## src/spicfg_pkg.sv

```systemverilog
package spicfg_pkg;
   // Register placement in special function register space
   localparam logic [7:0] SPICFG_REG_ADDR = 8'h9A;
   localparam int SPICFG_BUSY_BIT = 7;
   localparam int SPICFG_ROLE_BIT = 6;
   localparam int SPICFG_PHASE_BIT = 5;
   localparam int SPICFG_POL_BIT = 4;
   localparam int SPICFG_SEL_BIT = 3;
   localparam int SPICFG_RAWSEL_BIT = 2;
   localparam int SPICFG_SHEMPTY_BIT = 1;
   localparam int SPICFG_RXEMPTY_BIT = 0;
   // Reset values of the writable fields and of the filtered select
   localparam logic SPICFG_ROLE_RST = 1'b0;
   localparam logic SPICFG_PHASE_RST = 1'b0;
   localparam logic SPICFG_POL_RST = 1'b0;
   localparam logic SPICFG_SEL_RST = 1'b1;
   // Select filter: the input must stand this long before the flag follows
   localparam int SPICFG_FILTER_NS = 120;
   localparam int SPICFG_CLK_NS = 40;
   localparam int SPICFG_FILTER_CYCLES = (SPICFG_FILTER_NS + SPICFG_CLK_NS - 1) / SPICFG_CLK_NS;
   localparam int SPICFG_FILTER_W = 3;

   // Control fields held by the register
   typedef struct packed {
      logic master_role_enable;
      logic clock_phase_select;
      logic clock_idle_polarity;
   } spicfg_ctrl_type;

   // Events reported by the shift engine and buffers
   typedef struct packed {
      logic transfer_active;
      logic tx_load;
      logic shift_done;
      logic rx_deliver;
      logic rx_read;
   } spicfg_event_type;

   // Roles of the serial port
   typedef enum logic {SPICFG_SLAVE, SPICFG_MASTER} spicfg_role_type;
endpackage

```

## src/spicfg_sync.sv

```systemverilog
`timescale 1ns/1ps
// Two-stage synchroniser for a level from outside the clock domain
module spicfg_sync
   import spicfg_pkg::*;
#(
   // Level both stages take in reset, chosen as the pin's idle level
   parameter logic RESET_LEVEL = SPICFG_SEL_RST
)
(
   // Clock and reset
   input wire logic clock,
   input wire logic reset,
   // Level in and out
   input wire logic async_in,
   output logic sync_out
);
   logic meta_q;

   // First stage is read only by the second stage
   always_ff @(posedge clock)
   begin
      if (reset)
      begin
         meta_q <= RESET_LEVEL;
         sync_out <= RESET_LEVEL;
      end
      else
      begin
         meta_q <= async_in;
         sync_out <= meta_q;
      end
   end
endmodule

```

## src/spicfg_deglitch.sv

```systemverilog
`timescale 1ns/1ps
// Holds its output until the input has stood stable for the filter time
module spicfg_deglitch
   import spicfg_pkg::*;
(
   // Clock and reset
   input wire logic clock,
   input wire logic reset,
   // Synchronised level in, filtered level out
   input wire logic level_in,
   output logic level_out
);
   logic [SPICFG_FILTER_W-1:0] count_q;

   // A change must persist before it is accepted; short pulses are dropped
   always_ff @(posedge clock)
   begin
      if (reset)
      begin
         count_q <= '0;
         level_out <= SPICFG_SEL_RST;
      end
      else if (level_in == level_out)
         count_q <= '0;
      else if (count_q == SPICFG_FILTER_W'(SPICFG_FILTER_CYCLES - 1))
      begin
         count_q <= '0;
         level_out <= level_in;
      end
      else
         count_q <= count_q + 1'b1;
   end
endmodule

```

## src/spicfg_reg.sv

```systemverilog
`timescale 1ns/1ps
// Functional notes
// The busy flag reads 1 while a transfer runs, in either role, else 0.
// The role bit selects slave at 0 and master at 1.
// The phase bit centres data on the first clock edge at 0 and on the second at 1.
// The polarity bit sets the idle clock level, low at 0 and high at 1.
// The selected flag reads 1 while the active-low select input is low.
// The selected flag follows a filtered copy of the select input.
// The raw select bit returns the unfiltered select level at read time; here it is the synchronised level, two clocks behind the pin.
// In slave role the shifter-empty flag sets once nothing is left to shift or move.
// The shifter-empty flag clears on a transmit load or on a serial clock transition.
// In master role the shifter-empty flag reads 1.
// In slave role the receive-empty flag sets after the buffer is read with nothing new.
// The receive-empty flag clears while an unread new byte is in the buffer.
// In master role the receive-empty flag reads 1.
// In slave role incoming data is sampled in the centre of each bit.
// Writes to the status positions are ignored; only role, phase and polarity store.
// Status flags are updated on the system clock so reads return a stable byte.
module spicfg_reg
   import spicfg_pkg::*;
(
   // System clock and reset
   input wire logic clock,
   input wire logic reset,
   // Special function register access
   input wire logic [7:0] sfr_addr,
   input wire logic sfr_write,
   input wire logic sfr_read,
   input wire logic [7:0] sfr_wdata,
   output logic [7:0] sfr_rdata,
   // Events from the shift engine and buffers
   input wire spicfg_event_type engine_events,
   // Serial pins seen by this block
   input wire logic slave_select_n,
   input wire logic serial_clock_in,
   // Control outputs to the shift engine
   output spicfg_ctrl_type ctrl,
   output logic sample_strobe,
   output logic sck_idle_level
);
   spicfg_ctrl_type ctrl_q;
   logic sel_sync;
   logic sel_filt;
   logic sck_sync;
   logic sck_prev_q;
   logic sck_edge;
   logic busy_q;
   logic shempty_q;
   logic rxempty_q;
   logic pending_rx_q;
   logic [7:0] rdata_q;

   // Decoded strobes and next values
   logic wr_hit;
   logic rd_hit;
   logic rd_miss;
   logic slave_role;
   logic sck_rise;
   logic sck_fall;
   logic sample_edge;
   logic shempty_clear;
   logic shempty_set;
   logic selected_flag;
   logic raw_select;
   spicfg_ctrl_type ctrl_d;
   logic [7:0] status_byte;
   logic [7:0] rdata_d;

   // Address match; one decode serves writes and both kinds of read
   function automatic logic own_address(input logic [7:0] addr);
      return (addr == SPICFG_REG_ADDR);
   endfunction

   // Sampling edge of the slave input. The leading edge leaves the idle level
   // and the trailing edge returns to it, so which physical edge samples
   // depends on both the phase and the polarity bit.
   function automatic logic is_sample_edge
   (
      input logic rise,
      input logic fall,
      input logic phase,
      input logic polarity
   );
      logic leading;
      logic trailing;
      leading = polarity ? fall : rise;
      trailing = polarity ? rise : fall;
      return phase ? trailing : leading;
   endfunction

   // Access qualifiers; any other address is a foreign read or write
   assign wr_hit = sfr_write && own_address(sfr_addr);
   assign rd_hit = sfr_read && own_address(sfr_addr);
   assign rd_miss = sfr_read && !own_address(sfr_addr);

   // Role decode shared by the strobe and both slave-only flags
   assign slave_role = !ctrl_q.master_role_enable;

   // Select pin: synchronised for both the raw bit and the filter.
   // The raw bit therefore trails the pin by two clocks; reading the pin
   // directly would risk a metastable bit in the status byte.
   spicfg_sync u_sel_sync
   (
      .clock(clock),
      .reset(reset),
      .async_in(slave_select_n),
      .sync_out(sel_sync)
   );

   // Glitch filter on the select input. Pulses shorter than the filter
   // time never reach the selected flag or the sampling strobe.
   spicfg_deglitch u_sel_filter
   (
      .clock(clock),
      .reset(reset),
      .level_in(sel_sync),
      .level_out(sel_filt)
   );

   // Serial clock arrives from the link and is sampled like any pin
   // Reset to the idle level so that no false edge follows reset
   spicfg_sync
   #(
      .RESET_LEVEL(SPICFG_POL_RST)
   )
   u_sck_sync
   (
      .clock(clock),
      .reset(reset),
      .async_in(serial_clock_in),
      .sync_out(sck_sync)
   );

   // Edge finder on the synchronised serial clock
   always_ff @(posedge clock)
   begin
      if (reset)
         sck_prev_q <= SPICFG_POL_RST;
      else
         sck_prev_q <= sck_sync;
   end
   assign sck_edge = sck_prev_q ^ sck_sync;
   // Direction of the edge, for the phase and polarity decode
   assign sck_rise = sck_edge && sck_sync;
   assign sck_fall = sck_edge && !sck_sync;

   // Next value of the writable fields. Status positions of the write data
   // are dropped here, so software may write back a byte it has read.
   always_comb
   begin
      ctrl_d = ctrl_q;
      if (wr_hit)
      begin
         ctrl_d.master_role_enable = sfr_wdata[SPICFG_ROLE_BIT];
         ctrl_d.clock_phase_select = sfr_wdata[SPICFG_PHASE_BIT];
         ctrl_d.clock_idle_polarity = sfr_wdata[SPICFG_POL_BIT];
      end
   end

   // Writable fields
   always_ff @(posedge clock)
   begin
      if (reset)
      begin
         ctrl_q.master_role_enable <= SPICFG_ROLE_RST;
         ctrl_q.clock_phase_select <= SPICFG_PHASE_RST;
         ctrl_q.clock_idle_polarity <= SPICFG_POL_RST;
      end
      else
         ctrl_q <= ctrl_d;
   end
   assign ctrl = ctrl_q;
   assign sck_idle_level = ctrl_q.clock_idle_polarity;

   // Sample at the bit centre: the leading edge at phase 0, the trailing at
   // phase 1. Only a selected slave samples; a master times its own bits.
   always_comb
   begin
      sample_edge = is_sample_edge(sck_rise, sck_fall, ctrl_q.clock_phase_select,
         ctrl_q.clock_idle_polarity);
      sample_strobe = 1'b0;
      if (slave_role && !sel_filt)
         sample_strobe = sample_edge;
   end

   // Busy follows the engine in both roles, registered on the system clock.
   // The extra cycle of delay is traded for a byte that never changes
   // in the middle of a read.
   always_ff @(posedge clock)
   begin
      if (reset)
         busy_q <= 1'b0;
      else
         busy_q <= engine_events.transfer_active;
   end

   // Shifter-empty events. A clear wins over a set in the same cycle: a load
   // or a clock edge means new work is pending, and losing that would let
   // software see an empty shifter in the middle of a byte.
   assign shempty_clear = engine_events.tx_load || sck_edge;
   assign shempty_set = engine_events.shift_done && !engine_events.rx_deliver;

   // Shifter empty flag, forced high in master role
   always_ff @(posedge clock)
   begin
      if (reset)
         shempty_q <= 1'b1;
      else if (!slave_role)
         shempty_q <= 1'b1;
      else if (shempty_clear)
         shempty_q <= 1'b0;
      else if (shempty_set)
         shempty_q <= 1'b1;
   end

   // Unread byte marker: set by a delivery, cleared by the read that takes it.
   // Leaving the slave role discards it, since the master owns the buffer.
   always_ff @(posedge clock)
   begin
      if (reset)
         pending_rx_q <= 1'b0;
      else if (!slave_role)
         pending_rx_q <= 1'b0;
      else if (engine_events.rx_deliver)
         pending_rx_q <= 1'b1;
      else if (engine_events.rx_read)
         pending_rx_q <= 1'b0;
   end

   // Receive empty: a delivery in the same cycle as a read wins, so a new
   // byte arriving with the read is not lost
   always_ff @(posedge clock)
   begin
      if (reset)
         rxempty_q <= 1'b1;
      else if (!slave_role)
         rxempty_q <= 1'b1;
      else if (engine_events.rx_deliver)
         rxempty_q <= 1'b0;
      else if (engine_events.rx_read && pending_rx_q)
         rxempty_q <= 1'b1;
   end

   // Select levels as software sees them: the flag is active high
   assign selected_flag = ~sel_filt;
   assign raw_select = sel_sync;

   // Status byte as it stands this cycle, assembled in bit order
   always_comb
   begin
      status_byte = 8'h00;
      status_byte[SPICFG_BUSY_BIT] = busy_q;
      status_byte[SPICFG_ROLE_BIT] = ctrl_q.master_role_enable;
      status_byte[SPICFG_PHASE_BIT] = ctrl_q.clock_phase_select;
      status_byte[SPICFG_POL_BIT] = ctrl_q.clock_idle_polarity;
      status_byte[SPICFG_SEL_BIT] = selected_flag;
      status_byte[SPICFG_RAWSEL_BIT] = raw_select;
      status_byte[SPICFG_SHEMPTY_BIT] = shempty_q;
      status_byte[SPICFG_RXEMPTY_BIT] = rxempty_q;
   end

   // Next read data: the status byte on a hit, zero on a foreign address,
   // otherwise held. Capturing at the strobe costs a cycle of latency but
   // keeps the byte still while software looks at it.
   always_comb
   begin
      rdata_d = rdata_q;
      if (rd_hit)
         rdata_d = status_byte;
      else if (rd_miss)
         rdata_d = 8'h00; // Unmapped address reads zero
   end

   // Read data register
   always_ff @(posedge clock)
   begin
      if (reset)
         rdata_q <= 8'h00;
      else
         rdata_q <= rdata_d;
   end
   assign sfr_rdata = rdata_q;
endmodule

```

## config.mk

```make
export PLATFORM = sky130hd
export DESIGN_NAME = spicfg_reg
export DESIGN_NICKNAME = d
export VERILOG_FILES = /design/src/spicfg_pkg.sv /design/src/spicfg_sync.sv /design/src/spicfg_deglitch.sv /design/src/spicfg_reg.sv
export SDC_FILE = /design/constraint.sdc
export NUM_CORES = 1
export LEC_CHECK = 0
export BUFFER_PORTS_ARGS = -buffer_cell sky130_fd_sc_hd__buf_2
export CORE_MARGIN = 2
export CORE_UTILIZATION = 50
export DETAILED_ROUTE_END_ITERATION = 8
export GPL_ROUTABILITY_DRIVEN = 0
export PLACE_DENSITY = 0.93
export SLEW_MARGIN = 15
export SYNTH_ARGS = -nofsm -noshare
export SYNTH_HDL_FRONTEND = slang
export SYNTH_HIERARCHICAL = 1
export SYNTH_SLANG_ARGS = --single-unit
```

## constraint.sdc

```tcl
create_clock -name clock -period 2.6 [get_ports clock]
set_clock_uncertainty 0.15 [all_clocks]
set_input_delay 0.78 -clock clock [delete_from_list [all_inputs] [get_ports clock]]
set_output_delay 0.78 -clock clock [all_outputs]
set_load 0.02 [all_outputs]
```

==> results.tsv <==
metric	value	unit
status	complete, no violations	
synth_top_cell_by_area	dfxtp_1	
yosys_register_bits	24	
rsz0062_at_grt	no	
finalSetupTns	0	ns
cts_hold_buf	0	
grt_pass1_vias	796	
max_stage_delay	0.45	ns
pin_count	40	
synthArstFlopShare	0	%
num_rows	16	
layout-drive-gt1-share	30.4	%
crit_path_top_delay_cell	dfxtp_1	
netlist_instances	104	
cts_made_buffers	3	
yosysWarningCount	6	
crit_type	flop to primary output	
max_slew_margin	72.3	%
cts_tree	built	
die_y	49.4	um
clk_root_buffer_cell	clkbuf_4	
synth_edf_count	0	
die_area	2440	um2
routed_wirelength	1.87	mm
avgSynthCellArea	9.89	um2
cellLeakagePower	0.000537	uW
yosysUniqueCellTypes	26	
crit_chain	xnor2_1, mux2i_1, nor3_1, buf_2	
total_power	615	uW
grt_util_all_layers	17.4	%
synthesis.nets	135	
cts.repair.resized	0	
cellPowerDensity	506	nW/um2
fmax	0.434	GHz
grt_max_degree	27	
nets	167	
cts.htree.levels	1	
finalSetupViolations	0	
clk_path_buf_depth	2	
hold_path_class	flop to flop	
synthesis.area	1030	um2
area_growth	18.2	%
finalCritPeriodShare	88.7	%
antenna_left	0	
overflow	0	
cts.reportedPaths.clkPinSlew	0.12	ns
post-cts-setup-buffer-count	0	
vias_per_cell	5.03	
place_hpwl	1.43	mm
reg2reg_slack	1.19	ns
required	1.67	ns
numPortBuffers	34	
clk-insertion-delay-late	0.31	ns
ys.flop_type	dfxtp_1	
clock-sinks	24	
fp.dieW	49.4	um
antenna-diode-count	0	
period_needed	2.31	ns
drc_errors	0	
hold_slack	0.271	ns
worstMarginPinSlew	0.416	ns
yosysSeqAreaShare	46.7	%
slew_violations	0	
worstPathArrival	1.38	ns
synth_area_leaders	dfxtp_1 47%, nand2b_1 9.1%, a21oi_1 5.4%	
synth_top_area_share	46.7	%
wl_per_cell	11.5	um
first_pass_iters	4	
worstPathMaxFanout	5	
drt_iter0_markers	3	
finalHoldViolations	0	
vdd_drop_max	0.000308	V
cp-end-kind	primary output	
via_count	815	
grt_antenna_before_repair	0	
start_kind	flop	
initial_utilization	53.0	%
core_area	1940	um2
grt_pass1_wl	3.31	mm
drv_cap	0	
placed cells by master (no fill, tap or decap), drive strengths merged, types with 2 or more instances in the layout:
cell type,Yosys,layout
xnor2,2,2
nand2b,15,15
ha,4,4
mux2i,4,4
and4bb,2,2
inv,7,7
nor4,2,2
nor2b,3,3
clkbuf,3,4
buf,4,34
dfxtp,24,24
nor2,2,2
or2,2,2
nor3,2,2
a21oi,11,11
nand4,7,7
o21ai,2,2
Yosys cell counts, drive strengths merged, types with 3 or more instances:
cell type and count:
inv 7, dfxtp 24, ha 4, nand2b 15
nor2b 3, nand4 7, mux2i 4, a21oi 11
clkbuf 3, buf 4
registers in the layout, indices dropped and copies added (netlist names):
signal,flops
rxempty_q,1
u_sck_sync/meta_q,1
shempty_q,1
busy_q,1
u_sel_sync/sync_out,1
pending_rx_q,1
u_sel_filter/level_out,1
sck_prev_q,1
u_sck_sync/sync_out,1
sck_idle_level,1
sfr_rdata,8
u_sel_filter/count_q,3
ctrl,2
u_sel_sync/meta_q,1
worst max-delay path: cells and delay by family, from the launching register on:
family	cells	cell delay, ns
buffers and inverters	1	0.20
XOR/XNOR	1	0.17
multiplexers	1	0.10
AND/OR/NAND/NOR	1	0.15
flip-flops	1	0.45
metrics by stage:
step                cells  setup slack [ns]  area, um2  util, %
floorplan             104             0.466       1030        -
global placement      158             0.644       1180     60.8
detailed placement    158             0.608       1180     60.8
CTS                   162             0.314       1220     62.6
global route          162             0.230       1220     62.6
finish                162             0.293       1220     62.6
cell families after synthesis:
| kind of cell | after synthesis | share of synthesized area (%) |
|---|---|---|
| muxes | 4 | 3.89 |
| and+or+nand+nor | 41 | 26.9 |
| adders and majority gates | 4 | 4.87 |
| buffers and inverters | 14 | 7.66 |
| xor gates and xnor gates | 2 | 1.70 |
| DFF | 24 | 46.7 |
| AOI/OAI and AO/OA | 15 | 8.27 |
power by group:
group	total, uW	internal, uW	switching [uW]
sequential	380	376	4.37
combinational	42.9	22.5	20.4
clock	192	85.6	106
area by class of cell:
cell class,count,area (um2)
fillers,177,726
flip-flops and latches,24,480
multi-input cells,66,469
repair buffers,34,170
clock buffers,4,36.3
well taps,27,33.8
inverters,7,26.3
path summary, 6_finish.rpt:
kind	startpoint	end	cells past startpoint
worst min-delay path	u_sel_sync/meta_q$_SDFF_PP1_	u_sel_sync/sync_out$_SDFF_PP1_	1
worst max-delay path	sck_idle_level$_SDFFE_PP0P_	sample_strobe	4
worst max register to register	u_sel_filter/count_q[0]$_SDFF_PP0_	u_sel_filter/count_q[2]$_SDFF_PP0_	4
worst min register to register	u_sel_sync/meta_q$_SDFF_PP1_	u_sel_sync/sync_out$_SDFF_PP1_	1
metal layers:
layer / routed length, um / share of wire, % / global-route usage (%) / up-vias
li1: - / - / - / 414
met1: 743 / 40 / 18.2 / 376
met2: 1020 / 55 / 32.9 / 20
met3: 69 / 3.7 / 3.37 / 5
met4: 34 / 1.8 / 8.10 / 0
met5: 0 / 0 / 0 / -
Power figures use the tool's default switching activity.
